**config.mk**
```make
export PLATFORM = sky130hd
export DESIGN_NAME = bbr_remap
export DESIGN_NICKNAME = d
export VERILOG_FILES = /design/src/design/bbr_pkg.sv /design/src/design/bbr_bitlane.sv /design/src/design/bbr_decode.sv /design/src/design/bbr_remap.sv
export SDC_FILE = /design/constraint.sdc
export NUM_CORES = 1
export LEC_CHECK = 0
export BUFFER_PORTS_ARGS = -buffer_cell sky130_fd_sc_hd__buf_2
export CAP_MARGIN = 20
export CORE_MARGIN = 2
export CORE_UTILIZATION = 55
export CTS_BUF_LIST = sky130_fd_sc_hd__clkbuf_8
export DETAILED_ROUTE_END_ITERATION = 10
export PLACE_DENSITY_LB_ADDON = 0.15
export SYNTH_ARGS = -nofsm -noshare
export SYNTH_HDL_FRONTEND = slang
export SYNTH_SLANG_ARGS = --single-unit
```
**constraint.sdc**
```tcl
create_clock -name clk_sys -period 7.5 [get_ports clk_sys]
set_input_delay 0.75 -clock clk_sys [delete_from_list [all_inputs] [get_ports clk_sys]]
set_output_delay 0.75 -clock clk_sys [all_outputs]
set_load 0.05 [all_outputs]
```
**src/design/bbr_pkg.sv**
```systemverilog
// Package for the bit-band alias remapper: address windows, sizes, carriers.
// Assumes a single clock domain shared by the upstream master and downstream target.
`default_nettype none

package bbr_pkg;

	// ==========================================================
	// Address windows
	localparam logic [31:0] SRAM_BAND_BASE   = 32'h2000_0000;
	localparam logic [31:0] SRAM_ALIAS_BASE  = 32'h2200_0000;
	localparam logic [31:0] SRAM_ALIAS_LAST  = 32'h2207_FFFF;
	localparam logic [31:0] PERI_BAND_BASE   = 32'h4000_0000;
	localparam logic [31:0] PERI_ALIAS_BASE  = 32'h4200_0000;
	localparam logic [31:0] PERI_ALIAS_LAST  = 32'h43FF_FFFF;
	localparam logic [31:0] BAND_SPAN_MASK   = 32'h000F_FFFF;
	localparam int          ALIAS_BYTE_SHIFT = 5;
	localparam int          ALIAS_BIT_LSB    = 2;

	// ==========================================================
	// Access sizes
	localparam logic [1:0] SIZE_BYTE = 2'h0;
	localparam logic [1:0] SIZE_HALF = 2'h1;
	localparam logic [1:0] SIZE_WORD = 2'h2;

	localparam logic [31:0] ALIAS_READ_ONE  = 32'h0000_0001;
	localparam logic [31:0] ALIAS_READ_ZERO = 32'h0000_0000;

	// ==========================================================
	// Carriers
	typedef struct packed {
		logic        valid;
		logic        write;
		logic        fetch;
		logic [1:0]  size;
		logic [31:0] addr;
		logic [31:0] wdata;
	} bbr_req_t;

	typedef struct packed {
		logic        valid;
		logic        error;
		logic [31:0] rdata;
	} bbr_rsp_t;

	typedef struct packed {
		logic        valid;
		logic        write;
		logic        lock;
		logic [1:0]  size;
		logic [31:0] addr;
		logic [31:0] wdata;
	} bbr_mreq_t;

	typedef enum logic [2:0] {
		BBR_IDLE  = 3'b000,
		BBR_PASS  = 3'b001,
		BBR_RD    = 3'b010,
		BBR_WB    = 3'b011,
		BBR_DONE  = 3'b100
	} bbr_state_t;

endpackage : bbr_pkg

`default_nettype wire

```
**src/design/bbr_bitlane.sv**
```systemverilog
// Bit lane helper: extracts and replaces one bit of a byte within a little-endian word.
// Assumes band_addr low bits select the byte lane; purely combinational.
`default_nettype none

module bbr_bitlane (
	input  wire logic [31:0] word_in,
	input  wire logic [1:0]  lane,
	input  wire logic [2:0]  bit_num,
	input  wire logic        new_bit,
	output logic             cur_bit,
	output logic [31:0]      word_out
);

	// ==========================================================
	// Lane select, lowest address in the lowest byte
	wire [4:0] pos = {lane, bit_num};

	genvar g;
	generate
		for (g = 0; g < 32; g++) begin : g_bit
			assign word_out[g] = (pos == 5'(g)) ? new_bit : word_in[g];
		end
	endgenerate

	assign cur_bit = word_in[pos];

endmodule // bbr_bitlane

`default_nettype wire

```
**src/design/bbr_decode.sv**
```systemverilog
// Address decoder: classifies an upstream access and computes the bit-band target.
// Assumes a request carrier from the same clock domain; purely combinational.
`default_nettype none

module bbr_decode (
	input  wire logic [31:0] addr,
	input  wire logic        fetch,
	output logic             is_alias,
	output logic             refuse,
	output logic [31:0]      band_addr,
	output logic [2:0]       bit_num
);

	// ==========================================================
	// Window hits
	wire         hit_sram   = (addr >= bbr_pkg::SRAM_ALIAS_BASE) &&
	                          (addr <= bbr_pkg::SRAM_ALIAS_LAST);
	wire         hit_peri   = (addr >= bbr_pkg::PERI_ALIAS_BASE) &&
	                          (addr <= bbr_pkg::PERI_ALIAS_LAST);
	wire  [31:0] alias_off  = addr - (hit_sram ? bbr_pkg::SRAM_ALIAS_BASE
	                                           : bbr_pkg::PERI_ALIAS_BASE);
	wire  [31:0] byte_off   = (alias_off >> bbr_pkg::ALIAS_BYTE_SHIFT) &
	                          bbr_pkg::BAND_SPAN_MASK;
	wire  [31:0] band_base  = hit_sram ? bbr_pkg::SRAM_BAND_BASE
	                                   : bbr_pkg::PERI_BAND_BASE;

	// Fetches from the SRAM alias pass through untouched
	assign is_alias  = (hit_sram && !fetch) || (hit_peri && !fetch);
	assign refuse    = hit_peri && fetch;
	assign band_addr = band_base | byte_off;
	assign bit_num   = alias_off[bbr_pkg::ALIAS_BIT_LSB +: 3];

endmodule // bbr_decode

`default_nettype wire

```
**src/design/bbr_remap.sv**
```systemverilog
// Bit-band alias remapper: sits between the processor data bus and the memory targets.
// Assumes one-outstanding request handshake; downstream answers with a one-cycle valid.
`default_nettype none

module bbr_remap (
	input  wire logic              clk_sys,
	input  wire logic              rst,
	input  wire bbr_pkg::bbr_req_t up_req,
	output logic                   up_ready,
	output bbr_pkg::bbr_rsp_t      up_rsp,
	output bbr_pkg::bbr_mreq_t     dn_req,
	input  wire logic              dn_ready,
	input  wire bbr_pkg::bbr_rsp_t dn_rsp
);

	// ==========================================================
	// State
	bbr_pkg::bbr_state_t state;
	bbr_pkg::bbr_state_t next_state;
	bbr_pkg::bbr_req_t   held;
	logic [31:0]         held_band;
	logic [2:0]          held_bit;
	logic                held_alias;

	// ==========================================================
	// Decode of incoming request
	logic        dec_alias;
	logic        dec_refuse;
	logic [31:0] dec_band;
	logic [2:0]  dec_bit;

	bbr_decode u_decode (
		.addr      (up_req.addr),
		.fetch     (up_req.fetch),
		.is_alias  (dec_alias),
		.refuse    (dec_refuse),
		.band_addr (dec_band),
		.bit_num   (dec_bit)
	);

	// ==========================================================
	// Bit lane on the read data
	logic        cur_bit;
	logic [31:0] merged;

	bbr_bitlane u_lane (
		.word_in  (dn_rsp.rdata),
		.lane     (held_band[1:0]),
		.bit_num  (held_bit),
		.new_bit  (held.wdata[0]),
		.cur_bit  (cur_bit),
		.word_out (merged)
	);

	// ==========================================================
	// Handshake terms
	wire take      = up_req.valid && up_ready;
	wire dn_acc    = dn_req.valid && dn_ready;
	wire dn_done   = dn_rsp.valid;

	// Read data of an alias read is the target bit only
	wire [31:0] alias_rdata = cur_bit ? bbr_pkg::ALIAS_READ_ONE
	                                  : bbr_pkg::ALIAS_READ_ZERO;

	// ==========================================================
	// Next state
	always_comb begin
		next_state = state;
		case (state)
			bbr_pkg::BBR_IDLE: begin
				if (take && !dec_refuse) begin
					next_state = (dec_alias && up_req.write) ? bbr_pkg::BBR_RD
					                                         : bbr_pkg::BBR_PASS;
				end
			end
			bbr_pkg::BBR_PASS: begin
				if (dn_done) begin
					next_state = bbr_pkg::BBR_IDLE;
				end
			end
			bbr_pkg::BBR_RD: begin
				if (dn_done) begin
					next_state = bbr_pkg::BBR_WB;
				end
			end
			bbr_pkg::BBR_WB: begin
				if (dn_done) begin
					next_state = bbr_pkg::BBR_IDLE;
				end
			end
			default: begin
				next_state = bbr_pkg::BBR_IDLE;
			end
		endcase
	end

	// ==========================================================
	// Request capture
	always_ff @(posedge clk_sys or posedge rst) begin
		if (rst) begin
			state      <= bbr_pkg::BBR_IDLE;
			held       <= '0;
			held_band  <= 32'h0000_0000;
			held_bit   <= 3'h0;
			held_alias <= 1'b0;
		end else begin
			state <= next_state;
			if (take) begin
				held       <= up_req;
				held_band  <= dec_band;
				held_bit   <= dec_bit;
				held_alias <= dec_alias;
			end
		end
	end

	// ==========================================================
	// Upstream ready: only one access in flight
	always_ff @(posedge clk_sys or posedge rst) begin
		if (rst) begin
			up_ready <= 1'b0;
		end else begin
			up_ready <= (next_state == bbr_pkg::BBR_IDLE) && !take;
		end
	end

	// ==========================================================
	// Downstream request
	// Lock covers both halves so no other master slips between them
	always_ff @(posedge clk_sys or posedge rst) begin
		if (rst) begin
			dn_req <= '0;
		end else if (take && !dec_refuse) begin
			dn_req.valid <= 1'b1;
			dn_req.write <= up_req.write && !dec_alias;
			dn_req.lock  <= dec_alias && up_req.write;
			dn_req.size  <= up_req.size;
			dn_req.addr  <= dec_alias ? dec_band : up_req.addr;
			dn_req.wdata <= up_req.wdata;
		end else if (state == bbr_pkg::BBR_RD && dn_done) begin
			dn_req.valid <= 1'b1;
			dn_req.write <= 1'b1;
			dn_req.lock  <= 1'b1;
			dn_req.wdata <= merged;
		end else if (dn_acc) begin
			dn_req.valid <= 1'b0;
		end else if (state == bbr_pkg::BBR_WB && dn_done) begin
			dn_req.lock <= 1'b0;
		end
	end

	// ==========================================================
	// Upstream response
	always_ff @(posedge clk_sys or posedge rst) begin
		if (rst) begin
			up_rsp <= '0;
		end else begin
			up_rsp.valid <= 1'b0;
			up_rsp.error <= 1'b0;
			if (take && dec_refuse) begin
				up_rsp.valid <= 1'b1;
				up_rsp.error <= 1'b1;
				up_rsp.rdata <= 32'h0000_0000;
			end else if (state == bbr_pkg::BBR_PASS && dn_done) begin
				up_rsp.valid <= 1'b1;
				up_rsp.error <= dn_rsp.error;
				up_rsp.rdata <= held_alias ? alias_rdata : dn_rsp.rdata;
			end else if (state == bbr_pkg::BBR_RD && dn_done && dn_rsp.error) begin
				up_rsp.rdata <= 32'h0000_0000;
			end else if (state == bbr_pkg::BBR_WB && dn_done) begin
				up_rsp.valid <= 1'b1;
				up_rsp.error <= dn_rsp.error;
				up_rsp.rdata <= 32'h0000_0000;
			end
		end
	end

endmodule // bbr_remap

`default_nettype wire

```
* Word level (Yosys, flattened, before mapping) *
Cells that the tools add are included.

operators by class
  equal/unequal tests = 35
  multipliers = 0
  bitwise operators = 1
  muxes and demuxes = 57
  shifts and indexed selects = 0
  reduce and logical (&&, ||, !) cells = 30
  add/subtract/negate cells = 1
  order comparisons = 5
  div/mod/pow operators = 0

operator list
  cell                                                                                   count
  32-bit 2-to-1 mux                                                                      5
  34-bit 2-to-1 mux                                                                      3
  5-bit equality test, second input constant                                             16
  5-bit by 4-bit equality test with 1-bit output, second input constant                  8
  1-bit 2-to-1 mux                                                                       40
  32-bit by 30-bit greater-or-equal comparator with 1-bit output, second input constant  1
  32-bit by 31-bit greater-or-equal comparator with 1-bit output, second input constant  1
  32-bit by 30-bit <= comparator with 1-bit output, second input constant                1
  32-bit by 31-bit <= comparator with 1-bit output, second input constant                1
  31-bit 2-to-1 mux                                                                      1
  31-bit by 20-bit OR with 31-bit output                                                 1
  25-bit subtractor, second input constant                                               1
  5-bit by 3-bit equality test with 1-bit output, second input constant                  4
  1-bit logical AND                                                                      16
  3-bit 2-to-1 mux                                                                       4
  5-bit by 2-bit equality test with 1-bit output, second input constant                  2
  3-bit one-hot mux with 3 select lines                                                  1
  3-bit by 2-bit equality test with 1-bit output, second input constant                  2
  3-bit logical NOT                                                                      2
  5-bit by 6-bit less-than comparator with 1-bit output, second input constant           1
  3-bit nonzero test                                                                     2
  1-bit binary-select mux with 5-bit select                                              1
  5-bit by 1-bit equality test with 1-bit output, second input constant                  1
  5-bit logical NOT                                                                      1
  9 further kinds                                                                        13

word-level totals
  bits in registers = 114
  word-level logic and storage cells = 144
  memory bits (read-only) = 0
  output and inout port bits = 104
  RAM bits = 0
  bits in latches = 0
  input bits = 106
  memories kept = 0

* Logic depth before layout (Yosys ltp) *
Gate-level depths: netlist of the first run.

  depth after elaboration = 10
  gate-level depth with buffers = 8
  depth with buffers taken out = 5

* Cells and area by module *
A second synthesis of the first run with hierarchy kept.

second synthesis, totals
  cells, all modules = 571
  area total of the unflattened synthesis = 6123.4 um^2

modules (own cells, without submodules)
  module       times used  area an instance (um^2)  cells an instance  sequential area each (um^2)
  bbr_remap    1           4837.1                   414                2852.7
  bbr_bitlane  1           874.6                    99                 0.0
  bbr_decode   1           411.6                    58                 0.0

* Least setup slack after synthesis of the first run *
No wires, ideal clock.

  path type = input-to-reg
  start = input up_req[60] (netlist bit)
  end = register dn_req[42] (netlist bit)
  library setup time = 129 ps
  data arrival time = 2291 ps
  slack = 5079 ps
  stages on the path = 6
  path buffers = 1
  data required time = 7371 ps
  cell sequence = or4b_4 -> or3_4 -> nor2_4 -> buf_8 -> mux2i_1 -> o21ai_2

between the ends
  word-level cells in the longest chain between the ends = 5
  elaborated cells on any way between the ends = 13
  classes of those cells = 4 x order compare; 1 x mux; 8 x reduce/logical

RTL lines
  what                                                                                    RTL line                            source
  start: declaration                                                                      bbr_remap.sv:8                      input wire bbr_pkg::bbr_req_t up_req,
  32-bit by 30-bit greater-or-equal comparator with 1-bit output (tied with other cells)  bbr_decode.sv:16                    wire hit_sram = (addr >= bbr_pkg::SRAM_ALIAS_BASE) &&
  1-bit logical AND (on tied branches)                                                    bbr_decode.sv:16, bbr_decode.sv:18
  1-bit logical AND (on tied branches)                                                    bbr_decode.sv:28, bbr_decode.sv:29
  1-bit logical OR / 1-bit logical NOT (equally long branches)                            bbr_decode.sv:28, bbr_remap.sv:133
  32-bit 2-to-1 mux / 1-bit logical AND (equally long branches)                           bbr_remap.sv:138, bbr_remap.sv:133
  end: declaration                                                                        bbr_remap.sv:11                     output bbr_pkg::bbr_mreq_t dn_req,

Several ways; a longest one is shown, not always the timed one.
A chain may end at the register's enable or synchronous reset.

* Worst setup path after layout of the first run *
  start = input up_req[60] (netlist bit)
  end = register dn_req[53] (netlist bit)

Same word-level chain as after synthesis.

==> metrics.csv, run 1 <==
stage,metric,value,unit
route,ant_nets,0,
critical_path,worst_setup_path_start_kind,input pin,
sta,slew_viol_final,0,
logic_synthesis,synthArstFlopShare,100,%
layout,stdcell_count,898,
job,maxCapViolations,0,
power,p_leak,3.60,nW
critical_path,cp_num_buf_inv,2,
layout,drive_above_1_share,36.7,%
placement,dp.final_hpwl,11200,um
layout,diodes,0,
route,drc,0,
logic_synthesis,yosysTopAreaCellShare,50.2,%
floorplanning,dieArea,0.0112,mm2
sta,fin_crit_sh,37.3,%
sta,fin_skew,0.00972,ns
logic_synthesis,synth_area_per_cell,10.2,um2
clock_network,cts_made_buffers,17,
layout,fillCellCount,828,
global_routing,grt_max_degree,67,
clock_network,clock-sinks,114,
clock_network,cts_tree,built,
route,post_drt_wl_per_cell,17.7,um
placement,io_buffer_count,209,
placement,gp_congestion,0.848,
clock_network,cts_resized,0,
clock_network,root_buffer,clkbuf_8,
floorplanning,rows,37,
clock_network,holdBufCountCts,0,
clock_network,clk_path_buf_depth,2,
route,wl_met2,7610,um
layout,area_growth,26.6,%
sta,hold_viol_final,0,
critical_path,required,7.81,ns
route,vias,5193,
floorplanning,ios,210,
logic_synthesis,syn-cell-area,0.00569,mm2
sta,fmax,0.357,GHz
sta,rsz0062_at_grt,false,
floorplanning,dieHeight,106,um
logic_synthesis,ys_types,46,
critical_path,path_cells,"buf_2, or4b_4, o31ai_4, buf_4, nor2_1, a22o_1",
route,drt_iter0_drc,322,
logic_synthesis,yosysSeqAreaShare,50.2,%
sta,finalSetupTns,0,ns
critical_path,cpMaxStageDelayCell,o31ai_4,
sta,relSlewSlack,31.0,%
critical_path,crit_arrival,3.11,ns
floorplanning,core-area,0.0102,mm2
logic_synthesis,synth_edf_count,0,
power,irDropWorstVdd,182,uV
sta,setup_violations,0,
floorplanning,die_w,106,um
logic_synthesis,yosysTopAreaCell,dfrtp_1,
status,outcome,"complete, no violations",
critical_path,worstSetupEndpointType,register,
logic_synthesis,syn_inst,558,
power,power_density,370,mW/mm2
clock_network,post-cts-setup-buffers,0,
global_routing,grt_antenna_before_repair,0,
logic_synthesis,synth_nets,664,
logic_synthesis,synth_top_flop_cell,dfrtp_1,
clock_network,htreeDepth,4,
critical_path,slowest_delay,0.75,ns
sta,min_period,2.80,ns
placement,dp_cells,864,
layout,nets,855,
sta,tightest_slew,1.03,ns
logic_synthesis,synthTopCellsByArea,"dfrtp_1, mux2i_1, nand2_1, a22o_1, a21o_1",
route,routed_wl,15900,um
global_routing,grt_pass1_wl,25200,um
critical_path,path_max_fanout,34,
route,vias_per_cell,5.78,
logic_synthesis,yosys_warnings,0,
route,dr_wl_met3,1330,um
clock_network,clock_latency,0.43,ns
hold_path,hp-class,in2async,
floorplanning,start_util,55.8,%
route,drtPass1Iterations,5,
clock_network,clkTransAtPathRegs,0.06,ns
global_routing,grt_use_total,28.9,%
critical_path,critPathKind,in2reg,
logic_synthesis,ys_seq_elements,114,
sta,fin_hold_ws,0.410,ns
critical_path,critPathTopFamily,compound AO/OA/AOI/OAI gates,
global_routing,gr-total-overflow,0,
route,top_layer_used,met4,
route,wl_met1,6700,um
global_routing,first_global_vias,4929,
==> synth_stat cells (2+ instances only) <==
cell / number
nand2b_1: 7
buf_1: 8
buf_2: 17
o31ai_1: 3
inv_1: 3
a21o_1: 33
nor3_1: 8
clkbuf_1: 18
nand2_1: 90
nor2_1: 50
o21ai_1: 9
mux2i_1: 34
a311oi_1: 24
o21ai_2: 9
nor4_1: 3
nor3b_1: 3
nand3_1: 18
a211oi_1: 8
buf_8: 2
o21ai_0: 19
dfrtp_1: 114
a22o_1: 37
nor2b_1: 3
nand3b_1: 4
mux4_2: 6
a21oi_1: 3
mux2_2: 6
==> cell type report <==
cell class / count / area, um2 / share of cell area [%]
well taps: 136 / 170 / 2.36
inverters: 3 / 13.8 / 0.191
multi-input cells: 396 / 2640 / 36.7
clock inverters: 12 / 115 / 1.60
clock buffers: 20 / 275 / 3.82
repair buffers: 217 / 1130 / 15.7
flip-flops and latches: 114 / 2850 / 39.6
==> stage by stage <==
step,power [mW],util (%),setup WS (ns),area [um2]
6_report,2.66,70.7,4.70,7200
4_1_cts,2.66,70.3,4.71,7160
2_1_floorplan,1.80,-,3.73,5690
3_5_place_dp,2.09,66.4,4.25,6770
5_1_grt,2.78,70.7,4.51,7200
3_3_place_gp,2.07,66.4,4.30,6770
==> power breakdown <==
part           switching [mW]  total (mW)  internal, mW
sequential              0.125       0.905         0.780
clock                   0.252       0.567         0.316
combinational           0.860        1.19         0.328
==> routing by layer <==
layer / vias up / global-route usage, %
met5: - / 0
met4: 0 / 9.21
met3: 22 / 7.24
met2: 232 / 45.7
met1: 2524 / 39.5
li1: 2415 / -
==> logic make-up after synthesis <==
logic type / after synthesis / synth area share (%)
flops: 114 / 50.2
buf+inv: 48 / 3.94
simple gates: 195 / 15.6
mux: 46 / 9.55
other cells: 1 / 0.0659
compound gates: 154 / 20.6
==> worst paths after layout <==
kind,depth (start not counted),to,start,slack [ns]
worst max register to register,6,dn_req[21]$_DFFE_PP0P_,state[1]$_DFF_PP0_,5.00
worst min register to register,2,dn_req[51]$_DFFE_PP0P_,dn_req[51]$_DFFE_PP0P_,0.49
worst max-delay path,6,dn_req[53]$_DFFE_PP0P_,up_req[60],4.70
worst min-delay path,2,dn_req[5]$_DFFE_PP0P_,rst,0.41
max in group asynchronous,3,dn_req[31]$_DFFE_PP0P_,rst,5.82
min in group clk_sys,2,dn_req[51]$_DFFE_PP0P_,dn_req[51]$_DFFE_PP0P_,0.49
==> placed cells by master (no fill, tap or decap), drive strengths merged, types with 2 or more instances in the layout <==
master,count
bufinv,2
nand2b,7
nor2,51
mux2,6
inv,5
nand2,90
a311oi,24
buf,217
clkinv,5
nor2b,3
o21ai,37
clkbuf,20
a211oi,8
nor4,4
nand3b,4
clkinvlp,3
dfrtp,114
nor3b,4
a21oi,3
nor3,8
mux4,6
a22o,37
a21o,33
o31ai,3
nand3,18
mux2i,34
==> registers in the layout (all words and copies together), names as in the netlist <==
name	cells
dn_req	69
up_rsp	34
held_bit	3
state	3
held_band	2
held	1
held_alias	1
up_ready	1
(Power assumes the default switching activity.)
==> run 2: changes to the inputs <==
--- a/config.mk
+++ b/config.mk
@@ -8,7 +8,7 @@
 export BUFFER_PORTS_ARGS = -buffer_cell sky130_fd_sc_hd__buf_2
 export CAP_MARGIN = 20
 export CORE_MARGIN = 2
-export CORE_UTILIZATION = 55
+export CORE_UTILIZATION = 46
 export CTS_BUF_LIST = sky130_fd_sc_hd__clkbuf_8
 export DETAILED_ROUTE_END_ITERATION = 10
 export PLACE_DENSITY_LB_ADDON = 0.15
==> constraint.sdc (replaced) <==
create_clock -name clk_sys -period 2.3 [get_ports clk_sys]
set_input_delay 0.23 -clock clk_sys [delete_from_list [all_inputs] [get_ports clk_sys]]
set_output_delay 0.23 -clock clk_sys [all_outputs]
set_load 0.05 [all_outputs]
==> run 2 against run 1 <==
Compared with the run above: non-clock buffer count grew 56; design area grew 7.3%; wire length rose by 8.4%; count of clock-buffer cells in the layout unchanged; clock power grew to 2.7 times the previous value; clock skew is essentially flat; via count is 3.1% higher; combinational power increased to 3.4 times the previous value; first-iteration DRC count is 25% higher; critical path depth up 1; critical endpoint is now up_rsp[0]$_DFFE_PP0P_; largest cell class unchanged.
==> metrics.csv, run 2 (synthesized netlist as in run 1, its figures left out) <==
stage,metric,value,unit,change
route,dr_wl_met3,1260,um,was 1330 um
layout,reg_top3,"dn_req: 69 flops, up_rsp: 34 flops",,unchanged
route,routed_wl,17200,um,was 15900 um
floorplanning,rows,40,,was 37
critical_path,regToRegSetupSlack,0.24,ns,was 5.00 ns
route,ant_nets,0,,unchanged
layout,drive_above_1_share,35.7,%,was 36.7%
clock_network,cts_resized,0,,unchanged
floorplanning,die_w,115,um,was 106 um
layout,postLayoutCellArea,0.00772,mm2,was 0.00720 mm2
clock_network,root_buffer,clkbuf_8,,unchanged
critical_path,reg2reg_depth,7,,was 6
power,p_sw,3.99,mW,was 1.24 mW
job,maxCapViolations,0,,unchanged
sta,hold_viol_final,0,,unchanged
floorplanning,dieArea,0.0133,mm2,was 0.0112 mm2
placement,gp_congestion,0.850,,was 0.848
power,p_int,4.47,mW,was 1.42 mW
route,drt_iter0_drc,404,,was 322
route,vias_per_cell,5.46,,was 5.78
power,power_frac_seq,34.6,%,was 34.0%
clock_network,cts_tree,built,,unchanged
critical_path,crit_arrival,2.36,ns,was 3.11 ns
sta,fin_skew,0.00995,ns,was 0.00972 ns
route,wl_met2,8030,um,was 7610 um
power,pwr-share-comb,47.4,%,was 44.7%
clock_network,clk_path_buf_depth,2,,unchanged
floorplanning,dieHeight,115,um,was 106 um
hold_path,hold_depth,2,,
layout,mostFrequentLayoutCells,"buf_2, dfrtp_1, nand2_1",,unchanged
status,outcome,"complete, no violations",,unchanged
route,wl_met1,7590,um,was 6700 um
route,post_drt_wl_per_cell,17.6,um,was 17.7 um
clock_network,holdBufCountCts,37,,was 0
clock_network,clock-sinks,114,,unchanged
sta,setup_ws,0.237,ns,was 4.70 ns
critical_path,worstReg2RegEnd,up_rsp[0]$_DFFE_PP0P_,,was dn_req[21]$_DFFE_PP0P_
placement,io_buffer_count,209,,unchanged
power,p_leak,3.83,nW,was 3.60 nW
layout,diodes,0,,unchanged
layout,largest_reg_flops,69,,unchanged
sta,rsz0062_at_grt,false,,unchanged
layout,nets,911,,was 855
power,power_density,1100,mW/mm2,was 370 mW/mm2
placement,placed_area,0.00705,mm2,was 0.00677 mm2
hold_path,hp-class,in2reg,,was in2async
placement,dp_cells,916,,was 864
global_routing,grt_antenna_before_repair,0,,unchanged
critical_path,worstSetupEndpointType,register,,unchanged
critical_path,timing.critical_path.from,held_bit[1]$_DFFE_PP0P_,,was up_req[60]
global_routing,grt_pass1_wl,27000,um,was 25200 um
sta,tightest_slew,0.602,ns,was 1.03 ns
sta,relSlewSlack,59.7,%,was 31.0%
critical_path,critPathKind,reg2reg,,was in2reg
layout,area_growth,35.8,%,was 26.6%
clock_network,htreeDepth,4,,unchanged
layout,stdcell_count,980,,was 898
sta,finalSetupTns,0,ns,unchanged
placement,dp.final_hpwl,12300,um,was 11200 um
layout,regMostFlops,dn_req,,unchanged
clock_network,clkTransAtPathRegs,0.06,ns,about the same
route,vias,5353,,was 5193
sta,slew_viol_final,0,,unchanged
critical_path,crit_end,up_rsp[0]$_DFFE_PP0P_,,was dn_req[53]$_DFFE_PP0P_
floorplanning,ios,210,,unchanged
layout,final_common_cell,buf_2,,unchanged
clock_network,clock_latency,0.43,ns,about the same
sta,fin_crit_sh,89.7,%,
critical_path,worst_setup_path_start_kind,register,,was input pin
clock_network,cts_made_buffers,17,,unchanged
sta,min_period,2.06,ns,
global_routing,first_global_vias,5207,,was 4929
critical_path,required,2.60,ns,was 7.81 ns
global_routing,grt_use_total,26.6,%,was 28.9%
route,top_layer_used,met4,,unchanged
sta,setup_violations,0,,unchanged
global_routing,grt_max_degree,68,,was 67
global_routing,gr-total-overflow,0,,unchanged
sta,fmax,0.485,GHz,
route,drtPass1Iterations,7,,was 5
route,drc,0,,unchanged
clock_network,post-cts-setup-buffers,0,,unchanged
floorplanning,core-area,0.0121,mm2,was 0.0102 mm2
power,clkPwrFrac,18.0,%,was 21.3%
placement,pre_cts_ws,0.0424,ns,was 4.25 ns
critical_path,r2r-start,held_bit[1]$_DFFE_PP0P_,,was state[1]$_DFF_PP0_
critical_path,path_max_fanout,10,,was 34
power,swShare,47.2,%,was 46.5%
floorplanning,start_util,47.1,%,was 55.8%
power,irDropWorstVdd,665,uV,was 182 uV
[run 2: power groups by stage]
stage | Clock (mW) | Sequential (mW) | Combinational, mW
after floorplan | 0 | 4.67 | 1.19
after global placement | 0 | 2.94 | 3.92
after detailed placement | 0 | 2.95 | 3.97
after CTS | 1.56 | 2.93 | 4.02
after global routing | 1.65 | 2.99 | 4.24
final | 1.52 | 2.93 | 4.01
[run 2: metrics by stage]
stage          power (mW)  util [%]  hold slack [ns]
2_1_floorplan        5.86         -            0.322
3_3_place_gp         6.86      58.4            0.282
3_5_place_dp         6.92      58.4            0.292
4_1_cts              8.50      64.0          0.00571
5_1_grt              8.88      64.0           0.0175
6_report             8.46      64.0           0.0333
[run 2: how the worst min path moves through the flow]
stage / start / end / slack, ns
floorplan: dn_rsp[33] / state[1]$_DFF_PP0_ / 0.32
global placement: rst / up_rsp[32]$_DFF_PP0_ / 0.28
detailed placement: rst / dn_req[66]$_DFFE_PP0P_ / 0.29
CTS: up_req[57] / dn_req[57]$_DFFE_PP0P_ / 0.006
global route: up_req[57] / dn_req[57]$_DFFE_PP0P_ / 0.02
finish: up_req[57] / dn_req[57]$_DFFE_PP0P_ / 0.03
[run 2: critical path, stage by stage (launching register included)]
cell	delay, ns
dfrtp_1	0.50
buf_4	0.21
buf_4	0.20
mux2i_1	0.30
o22ai_1	0.13
o211a_1	0.22
nor4_1	0.24
o2bb2ai_1	0.12
[run 2: cell type report]
cell class,count,area [um2]
clock inverter,6,23.8
inverter,3,15.0
clock buffer,20,275
multi-input combinational,396,2640
fill,988,4340
timing repair buffer,273,1710
sequential,114,2850
tap,168,210
[run 2: layer usage]
metal  up-vias  track usage (%)
met5         -                0
met1      2577             35.8
met2       231             41.6
li1       2520                -
met4         0             10.0
met3        25             6.85
